$ cat src/hdl/mps_pkg.sv
// Constants shared by the multiplexed pin select block and its timer.
package mps_pkg;
    // Register byte offsets on the APB slave.
    localparam logic [11:0] PIN_CTRL_OFS    = 12'h000;
    localparam logic [11:0] TIMER_RELOAD_OFS = 12'h004;
    localparam logic [11:0] TIMER_COUNT_OFS = 12'h008;
    localparam logic [11:0] PIN_STATUS_OFS  = 12'h00c;

    // Field positions in the pin control register.
    localparam int TIMER_OUTPUT_CTRL_LO     = 0;
    localparam int TIMER_OUTPUT_CTRL_HI     = 1;
    localparam int DMA_DEST_MODE_HI         = 2;
    localparam int DMA_SRC_MODE_HI          = 3;
    localparam int SERIAL_CLOCK_CH1_DISABLE = 4;
    localparam int CLEAR_TO_SEND_CH1_ENABLE = 5;
    localparam int TIMER_RUN                = 6;
    localparam int PIN_CTRL_BITS            = 7;

    // Field positions in the pin status register.
    localparam int STAT_SEL_TIMER = 0;
    localparam int STAT_SEL_DMA   = 1;
    localparam int STAT_SEL_TEND  = 2;
    localparam int STAT_SEL_CTS   = 3;
    localparam int STAT_PULSE     = 4;

    // Values after reset.
    localparam logic [6:0]  PIN_CTRL_RESET     = 7'h00;
    localparam logic [15:0] TIMER_RELOAD_RESET = 16'hffff;

    // The reload timer counts once every this many system clocks.
    localparam int TIMER_PRESCALE_DIV = 20;
    localparam int TIMER_RELOAD_WIDTH = 16;
endpackage

$ cat src/hdl/mps_timer_if.sv
// Carrier between the pin select top and its reload timer.
`timescale 1ns/10ps
`default_nettype none
interface mps_timer_if #(parameter int WIDTH = 16);
    logic [WIDTH-1:0] reloadValue;
    logic             reloadLoad;
    logic             run;
    logic [WIDTH-1:0] count;
    logic             timerPulseOut;

    modport ctrl  (output reloadValue, output reloadLoad, output run,
                   input count, input timerPulseOut);
    modport timer (input reloadValue, input reloadLoad, input run,
                   output count, output timerPulseOut);
endinterface
`default_nettype wire

$ cat src/hdl/mps_reload_timer.sv
// Reload timer: prescaled down counter with a toggling pulse output.
`timescale 1ns/10ps
`default_nettype none
module mps_reload_timer #(
    parameter int WIDTH = mps_pkg::TIMER_RELOAD_WIDTH
) (
    input  wire logic  clk_sys,
    input  wire logic  rst,
    mps_timer_if.timer tmr
);
    localparam int DIV = mps_pkg::TIMER_PRESCALE_DIV;
    localparam int PW  = $clog2(DIV);
    localparam logic [PW-1:0] PRE_LAST = PW'(DIV - 1);

    if (WIDTH < 2)
        $error("mps_reload_timer: WIDTH must be at least 2");

    logic [PW-1:0]    prescale;
    logic [WIDTH-1:0] count;
    logic             pulse;
    wire              tick      = tmr.run && (prescale == PRE_LAST);
    wire              countZero = (count == '0);

    assign tmr.count         = count;
    assign tmr.timerPulseOut = pulse;

    always_ff @(posedge clk_sys)
    begin
        if (rst || !tmr.run || tick)
            prescale <= '0;
        else
            prescale <= prescale + PW'(1);
    end

    always_ff @(posedge clk_sys)
    begin
        if (rst)
        begin
            count <= WIDTH'(mps_pkg::TIMER_RELOAD_RESET);
            pulse <= 1'b0;
        end
        else if (tmr.reloadLoad)
            count <= tmr.reloadValue;
        else if (tick)
        begin
            count <= countZero ? tmr.reloadValue : count - WIDTH'(1);
            pulse <= countZero ? ~pulse : pulse;
        end
    end

    a_prescale_bound: assert property (
        @(posedge clk_sys) disable iff (rst)
        tick |-> $past(tmr.run) && !$past(tick))
        else $error("timer ticked faster than the prescale rate");
endmodule // mps_reload_timer
`default_nettype wire

$ cat src/hdl/mps_pin_select.sv
// Pin function multiplexer for four shared pins, with APB control.
//
// The placing of the registers and the APB register port were left to the implementer.
`timescale 1ns/10ps
`default_nettype none
module mps_pin_select #(
    parameter int RELOAD_WIDTH = mps_pkg::TIMER_RELOAD_WIDTH
) (
    input  wire logic        clk_sys,
    input  wire logic        rst,
    input  wire logic [11:0] paddr,
    input  wire logic        psel,
    input  wire logic        penable,
    input  wire logic        pwrite,
    input  wire logic [31:0] pwdata,
    output logic             pready,
    output logic [31:0]      prdata,
    output logic             pslverr,
    input  wire logic        addressLine18,
    input  wire logic        asyncSerialClockCh0Out,
    input  wire logic        asyncSerialClockCh0OutEn,
    input  wire logic        asyncSerialClockCh1Out,
    input  wire logic        asyncSerialClockCh1OutEn,
    input  wire logic        dmaLastWrite,
    output logic             pinAddrTimer,
    input  wire logic        pinClk0ReqIn,
    output logic             pinClk0ReqOut,
    output logic             pinClk0ReqOe,
    input  wire logic        pinClk1EndIn,
    output logic             pinClk1EndOut,
    output logic             pinClk1EndOe,
    input  wire logic        pinRxCtsIn,
    output logic             asyncSerialClockCh0In,
    output logic             dmaRequestCh0N,
    output logic             asyncSerialClockCh1In,
    output logic             clockedSerialRx,
    output logic             clearToSendCh1N
);
    if (RELOAD_WIDTH < 2 || RELOAD_WIDTH > 32)
        $error("mps_pin_select: RELOAD_WIDTH must be 2 to 32");

    localparam int NSYNC = 3;
    localparam int CW    = mps_pkg::PIN_CTRL_BITS;

    mps_timer_if #(.WIDTH(RELOAD_WIDTH)) tmrBus ();

    mps_reload_timer #(.WIDTH(RELOAD_WIDTH)) u_timer (
        .clk_sys (clk_sys),
        .rst     (rst),
        .tmr     (tmrBus.timer)
    );

    logic [CW-1:0]           pinCtrl;
    logic [RELOAD_WIDTH-1:0] reloadReg;
    logic                    reloadLoad;
    logic [NSYNC-1:0]        syncFirst;
    logic [NSYNC-1:0]        syncSecond;
    logic [31:0]             next_prdata;
    logic                    next_pslverr;

    // Pins come from outside the clock domain, so each gets two flops.
    // They reset to the idle high level so no false request follows reset.
    wire [NSYNC-1:0] pinRaw = {pinRxCtsIn, pinClk1EndIn, pinClk0ReqIn};
    for (genvar i = 0; i < NSYNC; i++)
    begin : g_sync
        always_ff @(posedge clk_sys)
        begin
            if (rst)
            begin
                syncFirst[i]  <= 1'b1;
                syncSecond[i] <= 1'b1;
            end
            else
            begin
                syncFirst[i]  <= pinRaw[i];
                syncSecond[i] <= syncFirst[i];
            end
        end
    end
    wire clk0Pin = syncSecond[0];
    wire clk1Pin = syncSecond[1];
    wire rxPin   = syncSecond[2];

    // APB decoding.
    wire accessDone = psel && penable && pready;
    wire isCtrl     = (paddr == mps_pkg::PIN_CTRL_OFS);
    wire isReload   = (paddr == mps_pkg::TIMER_RELOAD_OFS);
    wire isCount    = (paddr == mps_pkg::TIMER_COUNT_OFS);
    wire isStatus   = (paddr == mps_pkg::PIN_STATUS_OFS);
    wire isMapped   = isCtrl || isReload || isCount || isStatus;
    wire writeCtrl  = accessDone && pwrite && isCtrl;
    wire writeRel   = accessDone && pwrite && isReload;
    wire setupPhase = psel && !penable;

    // Function selection from the control bits.
    // timer output select
    wire selTimer = pinCtrl[mps_pkg::TIMER_OUTPUT_CTRL_LO]
                 || pinCtrl[mps_pkg::TIMER_OUTPUT_CTRL_HI];
    wire selDma   = pinCtrl[mps_pkg::DMA_DEST_MODE_HI]
                 || pinCtrl[mps_pkg::DMA_SRC_MODE_HI];
    wire selTend  = pinCtrl[mps_pkg::SERIAL_CLOCK_CH1_DISABLE];
    wire selCts   = pinCtrl[mps_pkg::CLEAR_TO_SEND_CH1_ENABLE];

    wire [4:0] statusBits = {tmrBus.timerPulseOut, selCts, selTend,
                             selDma, selTimer};

    assign tmrBus.reloadValue = reloadReg;
    assign tmrBus.reloadLoad  = reloadLoad;
    assign tmrBus.run         = pinCtrl[mps_pkg::TIMER_RUN];

    // Read data and the error flag decode from the address alone; the
    // flop stage below captures them in the setup cycle.
    always_comb
    begin
        next_prdata  = 32'h0000_0000;
        next_pslverr = 1'b0;
        if (isCtrl)
            next_prdata[CW-1:0] = pinCtrl;
        else if (isReload)
            next_prdata[RELOAD_WIDTH-1:0] = reloadReg;
        else if (isCount)
            next_prdata[RELOAD_WIDTH-1:0] = tmrBus.count;
        else if (isStatus)
            next_prdata[4:0] = statusBits;
        else
            next_pslverr = 1'b1;
    end

    // The slave answers in the first access cycle; pready is a flop.
    always_ff @(posedge clk_sys)
    begin
        if (rst)
        begin
            pready  <= 1'b0;
            prdata  <= 32'h0000_0000;
            pslverr <= 1'b0;
        end
        else
        begin
            pready  <= setupPhase;
            prdata  <= (setupPhase && !pwrite) ? next_prdata : prdata;
            pslverr <= setupPhase && next_pslverr;
        end
    end

    always_ff @(posedge clk_sys)
    begin
        if (rst)
        begin
            pinCtrl    <= mps_pkg::PIN_CTRL_RESET;
            reloadReg  <= RELOAD_WIDTH'(mps_pkg::TIMER_RELOAD_RESET);
            reloadLoad <= 1'b0;
        end
        else
        begin
            pinCtrl    <= writeCtrl ? pwdata[CW-1:0] : pinCtrl;
            reloadReg  <= writeRel ? pwdata[RELOAD_WIDTH-1:0] : reloadReg;
            reloadLoad <= writeRel;
        end
    end

    // Next pin and internal values.
    // address or timer pulse
    wire next_addrTimer = selTimer ? tmrBus.timerPulseOut : addressLine18;
    // pin driven only as a serial clock
    wire next_clk0Oe    = !selDma && asyncSerialClockCh0OutEn;
    // active-low transfer end during last write
    wire next_clk1Out   = selTend ? !dmaLastWrite : asyncSerialClockCh1Out;
    // transfer end always drives the pin
    wire next_clk1Oe    = selTend || asyncSerialClockCh1OutEn;
    wire next_dmaReqN   = selDma ? clk0Pin : 1'b1;
    wire next_clk0In    = selDma ? 1'b0 : clk0Pin;
    wire next_clk1In    = selTend ? 1'b0 : clk1Pin;
    wire next_ctsN      = selCts ? rxPin : 1'b1;
    wire next_rx        = selCts ? 1'b1 : rxPin;

    // Registering the pins costs one cycle but keeps every output glitch
    // free while control bits change.
    always_ff @(posedge clk_sys)
    begin
        if (rst)
        begin
            // The pins carry their default functions while reset is held,
            // so the address line and serial clocks pass straight on.
            pinAddrTimer          <= addressLine18;
            pinClk0ReqOut         <= asyncSerialClockCh0Out;
            pinClk0ReqOe          <= asyncSerialClockCh0OutEn;
            pinClk1EndOut         <= asyncSerialClockCh1Out;
            pinClk1EndOe          <= asyncSerialClockCh1OutEn;
            asyncSerialClockCh0In <= 1'b0;
            dmaRequestCh0N        <= 1'b1;
            asyncSerialClockCh1In <= 1'b0;
            clockedSerialRx       <= 1'b1;
            clearToSendCh1N       <= 1'b1;
        end
        else
        begin
            pinAddrTimer          <= next_addrTimer;
            pinClk0ReqOut         <= asyncSerialClockCh0Out;
            pinClk0ReqOe          <= next_clk0Oe;
            pinClk1EndOut         <= next_clk1Out;
            pinClk1EndOe          <= next_clk1Oe;
            asyncSerialClockCh0In <= next_clk0In;
            dmaRequestCh0N        <= next_dmaReqN;
            asyncSerialClockCh1In <= next_clk1In;
            clockedSerialRx       <= next_rx;
            clearToSendCh1N       <= next_ctsN;
        end
    end

    // Every output passes one flop, so each check compares it with the
    // mux inputs one clock earlier. The checks are split per function
    // so that a failure names the pin that went wrong.
    a_addr_line_pass: assert property (
        @(posedge clk_sys) disable iff (rst)
        !selTimer |=> pinAddrTimer == $past(addressLine18))
        else $error("address line not passed while timer deselected");

    a_timer_pulse_pin: assert property (
        @(posedge clk_sys) disable iff (rst)
        selTimer |=> pinAddrTimer == $past(tmrBus.timerPulseOut))
        else $error("timer pulse not on shared address pin");

    a_clk0_serial: assert property (
        @(posedge clk_sys) disable iff (rst)
        !selDma |=> pinClk0ReqOe == $past(asyncSerialClockCh0OutEn)
                    && asyncSerialClockCh0In == $past(clk0Pin))
        else $error("serial clock zero not on shared pin");

    a_dma_req_path: assert property (
        @(posedge clk_sys) disable iff (rst)
        selDma |=> !pinClk0ReqOe && dmaRequestCh0N == $past(clk0Pin)
                   && !asyncSerialClockCh0In)
        else $error("DMA request path wrong while selected");

    a_tend_drive: assert property (
        @(posedge clk_sys) disable iff (rst)
        selTend && dmaLastWrite |=> pinClk1EndOe && !pinClk1EndOut)
        else $error("transfer end not driven low on last write");

    a_tend_idle: assert property (
        @(posedge clk_sys) disable iff (rst)
        selTend && !dmaLastWrite |=> pinClk1EndOe && pinClk1EndOut)
        else $error("transfer end active outside the last write");

    a_clk1_revert: assert property (
        @(posedge clk_sys) disable iff (rst)
        !selTend |=> pinClk1EndOe == $past(asyncSerialClockCh1OutEn)
                     && pinClk1EndOut == $past(asyncSerialClockCh1Out)
                     && asyncSerialClockCh1In == $past(clk1Pin))
        else $error("serial clock one not restored");

    a_clk1_in_gate: assert property (
        @(posedge clk_sys) disable iff (rst)
        selTend |=> !asyncSerialClockCh1In)
        else $error("serial clock one input not gated");

    a_cts_select: assert property (
        @(posedge clk_sys) disable iff (rst)
        selCts |=> clearToSendCh1N == $past(rxPin) && clockedSerialRx)
        else $error("clear to send path wrong");

    a_rx_select: assert property (
        @(posedge clk_sys) disable iff (rst)
        !selCts |=> clockedSerialRx == $past(rxPin) && clearToSendCh1N)
        else $error("receive data not passed while selected");

    a_idle_inputs: assert property (
        @(posedge clk_sys) disable iff (rst)
        !selDma && !selCts ##1 !selDma
        |-> dmaRequestCh0N && clearToSendCh1N)
        else $error("unselected input not at inactive level");

    // Bus checks.
    a_apb_answer: assert property (
        @(posedge clk_sys) disable iff (rst)
        setupPhase |=> pready && (pslverr == !$past(isMapped)))
        else $error("APB answer missing or wrong error flag");

    a_pready_pulse: assert property (
        @(posedge clk_sys) disable iff (rst)
        pready |=> !pready)
        else $error("pready held for more than one cycle");

    a_ctrl_write: assert property (
        @(posedge clk_sys) disable iff (rst)
        writeCtrl |=> pinCtrl == $past(pwdata[CW-1:0]))
        else $error("control write did not land");

    a_prdata_hold: assert property (
        @(posedge clk_sys) disable iff (rst)
        !(setupPhase && !pwrite) |=> $stable(prdata))
        else $error("read data changed outside a read setup");
endmodule // mps_pin_select
`default_nettype wire

$ cat config.mk
export PLATFORM = sky130hd
export DESIGN_NAME = mps_pin_select
export DESIGN_NICKNAME = d
export VERILOG_FILES = /design/src/hdl/mps_pkg.sv /design/src/hdl/mps_timer_if.sv /design/src/hdl/mps_reload_timer.sv /design/src/hdl/mps_pin_select.sv
export SDC_FILE = /design/constraint.sdc
export NUM_CORES = 1
export LEC_CHECK = 0
export BUFFER_PORTS_ARGS = -buffer_cell sky130_fd_sc_hd__buf_2
export CAP_MARGIN = 20
export CORE_ASPECT_RATIO = 1.1
export CORE_MARGIN = 5
export CORE_UTILIZATION = 56
export DETAILED_ROUTE_END_ITERATION = 6
export PLACE_DENSITY = 0.84
export SYNTH_ARGS = -nofsm -noshare
export SYNTH_HDL_FRONTEND = slang
export SYNTH_HIERARCHICAL = 1
export SYNTH_SLANG_ARGS = --single-unit
$ cat constraint.sdc
create_clock -name clk_sys -period 4.7 [get_ports clk_sys]
set_clock_uncertainty 0.15 [all_clocks]
set_input_delay 0.705 -clock clk_sys [delete_from_list [all_inputs] [get_ports clk_sys]]
set_output_delay 0.705 -clock clk_sys [all_outputs]
set_load 0.03 [all_outputs]
==> impl_metrics.env, run 1 <==
export IMPL_grt_pass1_wl_mm=14.90
export IMPL_cp_max_fo=17
export IMPL_synth_flop_cell="dfxtp_1"
export IMPL_netSwitchingFraction=0.2536
export IMPL_tightest_slew_ns=1.089
export IMPL_clock_sinks=80
export IMPL_rows=31
export IMPL_hold_violations=0
export IMPL_core_sq_mm=0.006594
export IMPL_firstDrtPassIters=5
export IMPL_pre_cts_ws_ns=1.346
export IMPL_min_period_over_period=0.6413
export IMPL_clockRootBuffer="clkbuf_8"
export IMPL_synthCells=434
export IMPL_area_growth_pct=13.30
export IMPL_timing_hold_ws_ns=0.2634
export IMPL_grt_usage=0.2254
export IMPL_setup_viol=0
export IMPL_maxSlewViolCount=0
export IMPL_fill_cells=539
export IMPL_min_path_type="reg -> reg"
export IMPL_n_antenna_cell=0
export IMPL_clk_latency_ns=0.35
export IMPL_grt_max_degree=71
export IMPL_crit_required_ns=4.81
export IMPL_drt_wl_total_mm=9.253
export IMPL_syn_avg_cell_area_sq_um=8.695
export IMPL_route_detailed_drc=0
export IMPL_gp_congestion=0.9654
export IMPL_cts_setup_buffers=0
export IMPL_yosysWarnings=6
export IMPL_vias=3384
export IMPL_timing_worst_setup_path_type="in -> reg"
export IMPL_p_per_area_mw_per_mm2=309.5
export IMPL_p_total_uw=1323
export IMPL_fin_nets=554
export IMPL_viasPerCell=5.834
export IMPL_synth_edf_count=0
export IMPL_syn_cell_area_sq_mm=0.003774
export IMPL_clkPwrFrac=0.390
export IMPL_status="complete, no violations"
export IMPL_die_w_um=88.27
export IMPL_die_height_um=96.10
export IMPL_slowest_stage="and3_1"
export IMPL_ys_types=58
export IMPL_holdBufCountCts=0
export IMPL_cts_buffers=9
export IMPL_intPower_uw=987.8
export IMPL_place_inst=563
export IMPL_worst_setup_path_start_kind="primary input"
export IMPL_ir_drop_v=0.0002423
export IMPL_wl_per_cell_um=15.95
export IMPL_rsz0062_at_grt="false"
export IMPL_max_stage_delay_ns=0.94
export IMPL_die_area_sq_mm=0.008482
export IMPL_max_freq_mhz=331.8
export IMPL_io_pins=102
export IMPL_dpl_hpwl_mm=6.586
export IMPL_leakagePower_uw=0.001657
export IMPL_cts_resized=0
export IMPL_path_clk_slew_ns=0.08
export IMPL_start_util=0.5723
export IMPL_max_slew_margin_rel=0.2739
export IMPL_pwr_share_seq=0.529
export IMPL_async_reset_ff_frac=0
export IMPL_overflow=0
export IMPL_finalCriticalPeriod_ns=3.014
export IMPL_ant_nets=0
export IMPL_p_comb_frac=0.082
export IMPL_setup_tns_ns=0
export IMPL_grt_antenna_before_repair=0
export IMPL_io_buffers=69
export IMPL_cts_max_path_buffers=2
export IMPL_grt_pass1_vias=3071
export IMPL_end_kind="flop"
export IMPL_cts_tree="done"
export IMPL_maxCapViolCount=0
export IMPL_yosysSeqAreaShare=0.4244
export IMPL_fin_ws_ns=1.686
export IMPL_p_sw_uw=335.6
export IMPL_fin_cells=580
export IMPL_htree_levels=3
export IMPL_path_cells="buf_2, or4_4, nor4_4, and3_1, mux2i_1"
export IMPL_drive_gt1_frac=0.2269
export IMPL_synth_seq_cells=80
export IMPL_drtIter0Drc=348
export IMPL_arrival_ns=3.13
[final cells by class]
type                            instances  area [sq um]  share of cell area
Multi-Input combinational cell        323          1972              0.4612
Tap cell                               82         102.6             0.02400
Sequential cell                        80          1602              0.3746
Clock inverter                          6         67.56             0.01580
Clock buffer                           10         137.6             0.03219
Timing Repair Buffer                   72         367.9             0.08604
Inverter                                7         26.28            0.006146
[logic make-up (layout without fill, tap and decap cells)]
family / after synthesis / count (layout) / synth area share
AO/OA/AOI/OAI: 91 / 91 / 0.1519
XOR/XNOR: 4 / 4 / 0.009286
adder cells (fa/ha/maj): 3 / 3 / 0.009948
buffers and inverters: 46 / 95 / 0.06963
flip-flops: 80 / 80 / 0.4244
multiplexers: 32 / 32 / 0.08621
other: 1 / 16 / 0.0009937
AND/OR/NAND/NOR: 177 / 177 / 0.2477
[through the flow]
stage / cell area (sq um) / utilization
after detailed placement: 4063 / 0.6161
after global placement: 4063 / 0.6161
after CTS: 4268 / 0.6472
after floorplan: 3830 / -
final: 4275 / 0.6484
after global routing: 4275 / 0.6484
[routing by layer]
layer	track usage	part of all wire	up-vias
li1	-	-	1635
met1	0.2933	0.41	1568
met2	0.3616	0.48	158
met3	0.04366	0.089	23
met4	0.09950	0.021	0
met5	0	0	-
[critical path: cells and delay by family]
kind,cells,cell delay [ns]
AND/OR/NAND/NOR,3,2.02
multiplexers,1,0.30
buffers and inverters,1,0.09
[power by group through the flow]
stage	logic (uW)	clock network, uW	registers [uW]
after CTS	107	524	699
after global routing	118	557	702
final	108	516	699
after detailed placement	106	0	716
after global placement	105	0	715
after floorplan	74.0	0	721
[registers in the layout, indices dropped and copies added (netlist names), 3 cells and up]
name,count
pinCtrl,7
prdata,16
reloadReg,16
syncFirst,3
u_timer/prescale,5
u_timer/tmr.count,16
[cells in the final DEF (no fill, tap or decap), types with 3 or more instances in the layout]
master      n
mux2_2      4
clkbuf_8   10
a31oi_1     4
nand2_1    27
or2_2       7
nor3b_1     5
o21ai_0    24
or4_4       3
ha_1        3
a21oi_1    17
conb_1     16
nand2b_1    3
a211oi_1    3
inv_1       7
dfxtp_1    80
nor4_1     11
a221oi_1    4
mux2i_1    28
nand3_1    10
nor3_1      8
nor2_1     69
o21ai_1     7
buf_2      69
nor2b_1     9
or4_1       4
or3b_2      3
o22ai_1     4
buf_4       3
a22oi_1    12
o2111ai_1   3
[Yosys cell counts (5+ instances only)]
master / instances / area (sq um)
nor3_1: 8 / 40.04
a22oi_1: 12 / 90.09
inv_1: 7 / 26.28
o21ai_0: 24 / 120.1
nand2_1: 27 / 101.4
nor2b_1: 9 / 56.30
nor3b_1: 5 / 37.54
o21ai_1: 7 / 35.03
buf_4: 17 / 127.6
nor4_1: 11 / 68.82
nand3_1: 10 / 50.05
dfxtp_1: 80 / 1602
clkbuf_1: 17 / 63.81
or2_2: 7 / 43.79
mux2i_1: 28 / 280.3
a21oi_1: 17 / 85.08
nor2_1: 69 / 259.0
[worst paths after layout]
kind	from	to	slack, ns	cells past startpoint
worst max-delay path	paddr[8]	reloadReg[9]	1.69	5
worst min-delay path	syncFirst[1]	clk1Pin	0.26	1
worst max register to register	u_timer/tmr.count[0]	u_timer/tmr.count[7]	1.94	7
worst min register to register	syncFirst[1]	clk1Pin	0.26	1
Note: power is estimated with default switching activity, not from simulation.
==> run 2, diff against run 1 <==
- CORE_UTILIZATION: 56 -> 47
- PLACE_DENSITY: 0.84 -> 0.76
- clock period: 4.7 -> 2.5 ns (I/O delays scaled with it)
==> run 2 against run 1 <==
Cell count increased by 6.4%. Global-route usage down 3.4 points. Power up 94%. Sequential share of layout area shrank 1.3 points. Worst hold slack lost 0.21 ns. Routed wire length about the same. Sequential power grew 87%.
==> impl_metrics.env, run 2 (synthesis gave the netlist of run 1 again) <==
export IMPL_fill_cells=710
export IMPL_grt_pass1_wl_mm=15.32
export IMPL_start_util=0.4795
export IMPL_die_area_sq_mm=0.009923
export IMPL_fin_ws_ns=0.2300
export IMPL_clkPwrFrac=0.406
export IMPL_final_common_cell="dfxtp_1"
export IMPL_gr_usage_met3=0.04848
export IMPL_n_antenna_cell=0
export IMPL_io_pins=102
export IMPL_cp_max_fo=8
export IMPL_overflow=0
export IMPL_grt_pass1_vias=3245
export IMPL_maxCapViolCount=0
export IMPL_route_detailed_drc=0
export IMPL_finalCriticalPeriod_ns=2.270
export IMPL_min_path_type="in -> reg"
export IMPL_cts_resized=0
export IMPL_pwr_share_seq=0.510
export IMPL_leakagePower_uw=0.001731
export IMPL_r2r_end="u_timer/tmr.count[15]"
export IMPL_multi_input_area_sq_mm=0.001972
export IMPL_regToRegSetupSlack_ns=0.23
export IMPL_timing_worst_setup_path_type="reg -> reg"
export IMPL_htree_levels=3
export IMPL_grtUsageMet1=0.2462
export IMPL_setup_tns_ns=0
export IMPL_p_comb_frac=0.083
export IMPL_reg2regPathDepth=7
export IMPL_register_area_sq_mm=0.001602
export IMPL_groute_layer_met2_usage=0.3127
export IMPL_min_period_over_period=0.9080
export IMPL_grt_busiest_layer="met2"
export IMPL_viasPerCell=5.525
export IMPL_maxSlewViolCount=0
export IMPL_cts_tree="done"
export IMPL_rsz0062_at_grt="false"
export IMPL_rows=34
export IMPL_netSwitchingFraction=0.2388
export IMPL_grt_max_degree=81
export IMPL_ant_nets=0
export IMPL_die_height_um=104.0
export IMPL_drive_gt1_frac=0.2417
export IMPL_worst_setup_path_start_kind="flop"
export IMPL_crit_required_ns=2.59
export IMPL_gp_congestion=0.9086
export IMPL_area_growth_pct=17.31
export IMPL_reg_top3="prdata (16), reloadReg (16), u_timer/tmr.count (16)"
export IMPL_drtIter0Drc=368
export IMPL_firstDrtPassIters=5
export IMPL_pre_cts_ws_ns=0.3041
export IMPL_p_sw_uw=613.8
export IMPL_clk_latency_ns=0.35
export IMPL_startpoint="u_timer/tmr.count[0]"
export IMPL_intPower_uw=1956
export IMPL_arrival_ns=2.36
export IMPL_cts_setup_buffers=0
export IMPL_hold_violations=0
export IMPL_clock_sinks=80
export IMPL_wl_per_cell_um=14.99
export IMPL_core_sq_mm=0.007870
export IMPL_grt_usage=0.1910
export IMPL_drt_wl_total_mm=9.249
export IMPL_vias=3409
export IMPL_clockRootBuffer="clkbuf_8"
export IMPL_max_freq_mhz=440.5
export IMPL_cts_buffers=9
export IMPL_holdPathStages=2
export IMPL_status="complete, no violations"
export IMPL_holdBufCountCts=1
export IMPL_fin_nets=566
export IMPL_layout_common_cells="dfxtp_1, nor2_1, buf_2"
export IMPL_grt_antenna_before_repair=0
export IMPL_tightest_slew_ns=0.7051
export IMPL_io_buffers=69
export IMPL_max_slew_margin_rel=0.5282
export IMPL_path_clk_slew_ns=0.08
export IMPL_worstHoldStart="pinClk0ReqIn"
export IMPL_cts_max_path_buffers=2
export IMPL_ir_drop_v=0.0002424
export IMPL_end_kind="flop"
export IMPL_setup_viol=0
export IMPL_die_w_um=95.44
export IMPL_p_per_area_mw_per_mm2=580.6
export IMPL_r2r_start="u_timer/tmr.count[0]"
export IMPL_hold_end="syncFirst[0]"
export IMPL_dpl_hpwl_mm=6.711
[run 2: changes by cell type in the layout (fill, tap and decap cells not counted), sizes merged]
cell	delta
buf	+11
bufinv	+1
clkinvlp	-1
dlygate4sd3	+1
inv	-1
[run 2: worst max-delay path by stage]
| stage | end | slack [ns] | cells after the start |
|---|---|---|---|
| 3_3_place_gp | u_timer/tmr.count[15] | 0.30 | 7 |
| 4_1_cts | u_timer/tmr.count[15] | 0.28 | 7 |
| 5_1_grt | u_timer/tmr.count[9] | 0.06 | 7 |
| 6_report | u_timer/tmr.count[15] | 0.23 | 7 |
| 2_1_floorplan | u_timer/tmr.count[13] | 0.39 | 5 |
| 3_5_place_dp | u_timer/tmr.count[15] | 0.30 | 7 |
[run 2: cell type report]
type	count	area share
clock buffer	10	0.03109
multi-input combinational	323	0.4454
tap	108	0.03053
clock inverter	5	0.01837
inverter	7	0.005936
sequential	80	0.3618
timing repair buffer	84	0.1068
[run 2: critical path, stage by stage, from the launching register on]
cell and delay [ns]:
dfxtp_1 0.42, inv_1 0.10, ha_1 0.21, nor3b_1 0.16, and4_1 0.25, nor2_1 0.48, nand2_1 0.13, a31o_2 0.27
[run 2: layer usage]
metal / wire length [um] / up-vias
met2: 4321 / 158
met1: 4032 / 1564
li1: - / 1663
met5: 0 / -
met3: 758 / 24
met4: 136 / 0
[run 2: power groups by stage]
stage	clock [uW]	combinational (uW)	sequential, uW
2_1_floorplan	0	139	1360
4_1_cts	1070	213	1310
6_report	1040	214	1310
3_3_place_gp	0	207	1340
3_5_place_dp	0	211	1340
5_1_grt	1130	232	1310
[run 2: per-stage QoR]
step	total power, uW	util	std cells	area (sq um)	hold WS [ns]
floorplan	1496	-	449	3830	0.2395
global placement	1547	0.5334	601	4198	0.2420
detailed placement	1553	0.5334	601	4198	0.2490
CTS	2592	0.5625	617	4427	0.03871
global route	2673	0.5625	617	4427	0.03954
finish	2570	0.5625	617	4427	0.05349
==> run 3, diff against run 2 <==
- PLACE_DENSITY: 0.76 -> 0.86
==> run 3 against run 2 <==
Count of clock-buffer cells in the layout is 1 lower. Cell count is 0.49% higher. Sequential share of layout area up 0.16 points. Final area shrank 0.45%. Via count is 0.62% higher. Highest routed layer unchanged. Largest cell class unchanged.
==> impl_metrics.env, run 3 (synthesis gave the netlist of run 1 again) <==
export IMPL_status="complete, no violations"
export IMPL_maxCapViolCount=0
export IMPL_netSwitchingFraction=0.2794
export IMPL_rsz0062_at_grt="false"
export IMPL_clock_sinks=80
export IMPL_ir_drop_v=0.0002668
export IMPL_crit_required_ns=2.60
export IMPL_dpl_hpwl_mm=6.886
export IMPL_die_height_um=104.0
export IMPL_ant_nets=0
export IMPL_arrival_ns=2.42
export IMPL_gp_congestion=0.9043
export IMPL_drtIter0Drc=358
export IMPL_route_detailed_drc=0
export IMPL_p_per_area_mw_per_mm2=551.5
export IMPL_io_pins=102
export IMPL_setup_tns_ns=0
export IMPL_fin_area_sq_mm=0.004407
export IMPL_grt_usage=0.1940
export IMPL_core_sq_mm=0.007870
export IMPL_r2r_start="u_timer/tmr.count[0]"
export IMPL_finalCriticalPeriod_ns=2.317
export IMPL_fin_util=0.5599
export IMPL_min_path_type="in -> reg"
export IMPL_overflow=0
export IMPL_min_period_over_period=0.9269
export IMPL_area_growth_pct=16.78
export IMPL_layout_common_cells="dfxtp_1, nor2_1, buf_2"
export IMPL_grt_antenna_before_repair=0
export IMPL_vias=3430
export IMPL_end_kind="flop"
export IMPL_timing_worst_setup_path_type="reg -> reg"
export IMPL_setup_viol=0
export IMPL_reg2regPathDepth=7
export IMPL_wl_per_cell_um=15.19
export IMPL_p_comb_frac=0.088
export IMPL_clkPwrFrac=0.373
export IMPL_drive_gt1_frac=0.2461
export IMPL_clockRootBuffer="clkbuf_8"
export IMPL_fin_nets=568
export IMPL_die_area_sq_mm=0.009923
export IMPL_intPower_uw=1751
export IMPL_hold_violations=0
export IMPL_drt_wl_total_mm=9.417
export IMPL_leakagePower_uw=0.001720
export IMPL_io_buffers=69
export IMPL_max_freq_mhz=431.6
export IMPL_r2r_end="u_timer/tmr.count[15]"
export IMPL_cts_tree="done"
export IMPL_final_common_cell="dfxtp_1"
export IMPL_max_slew_margin_rel=0.5097
export IMPL_grt_pass1_vias=3285
export IMPL_cts_resized=0
export IMPL_htree_levels=3
export IMPL_startpoint="u_timer/tmr.count[0]"
export IMPL_place_area_sq_mm=0.004213
export IMPL_p_sw_uw=679.0
export IMPL_regToRegSetupSlack_ns=0.18
export IMPL_cts_max_path_buffers=2
export IMPL_viasPerCell=5.532
export IMPL_reg_top3="prdata (16), reloadReg (16), u_timer/tmr.count (16)"
export IMPL_grt_max_degree=55
export IMPL_die_w_um=95.44
export IMPL_crit_end="u_timer/tmr.count[15]"
export IMPL_cts_setup_buffers=0
export IMPL_firstDrtPassIters=5
export IMPL_holdBufCountCts=1
export IMPL_tightest_slew_ns=0.7327
export IMPL_pwr_share_seq=0.540
export IMPL_rows=34
export IMPL_worst_setup_path_start_kind="flop"
export IMPL_maxSlewViolCount=0
export IMPL_n_antenna_cell=0
export IMPL_cts_buffers=9
export IMPL_path_clk_slew_ns=0.09
export IMPL_grt_pass1_wl_mm=15.61
export IMPL_clk_latency_ns=0.36
export IMPL_cp_max_fo=7
export IMPL_start_util=0.4795
==> run 3: changes by cell type in the layout (fill, tap and decap cells not counted), sizes merged <==
cell and delta:
clkinv -1, inv +5, clkbuf -1, buf +2, bufinv -2
==> run 3: how the worst min path moves through the flow <==
stage | from | end | slack (ns) | depth (start not counted)
after global placement | syncFirst[1] | clk1Pin | 0.24 | 1
after global routing | pinRxCtsIn | syncFirst[2] | 0.03 | 2
after detailed placement | syncFirst[1] | clk1Pin | 0.24 | 1
after floorplan | syncFirst[0] | clk0Pin | 0.24 | 1
after CTS | pinClk1EndIn | syncFirst[1] | 0.04 | 2
final | pinClk1EndIn | syncFirst[1] | 0.04 | 2
==> run 3: power groups by stage <==
stage / clock, uW / combinational, uW / sequential, uW
finish: 906 / 213 / 1310
global route: 978 / 232 / 1320
CTS: 916 / 211 / 1310
detailed placement: 0 / 209 / 1340
global placement: 0 / 204 / 1340
floorplan: 0 / 139 / 1360
==> run 3: area by class of cell <==
type	instances	area, sq um
Fill cell	744	3463
Clock buffer	9	123.9
Tap cell	108	135.1
Sequential cell	80	1602
Inverter	7	26.28
Timing Repair Buffer	86	488.0
Clock inverter	7	60.06
Multi-Input combinational cell	323	1972
==> run 3: worst max-delay path: stages (launching register included) <==
cell	delay [ns]
dfxtp_1	0.37
inv_1	0.12
ha_1	0.16
nor3b_1	0.28
nand3_1	0.29
o21ai_1	0.51
nand2b_1	0.12
a31o_2	0.21
==> run 3: routing by layer <==
metal	part of all wire	wire [um]	up-vias	global-route usage
li1	-	-	1679	-
met1	0.42	3967	1576	0.2496
met2	0.48	4503	151	0.3077
met3	0.078	731	24	0.05210
met4	0.023	215	0	0.07215
met5	0	0	-	0
==> run 3: through the flow <==
stage	instances	power (uW)	setup WS [ns]	hold slack [ns]
after CTS	620	2439	0.2477	0.03561
after detailed placement	603	1551	0.2507	0.2436
after global routing	620	2526	0.1146	0.02867
after global placement	603	1544	0.2940	0.2440
after floorplan	449	1496	0.3862	0.2395
final	620	2430	0.1829	0.04113
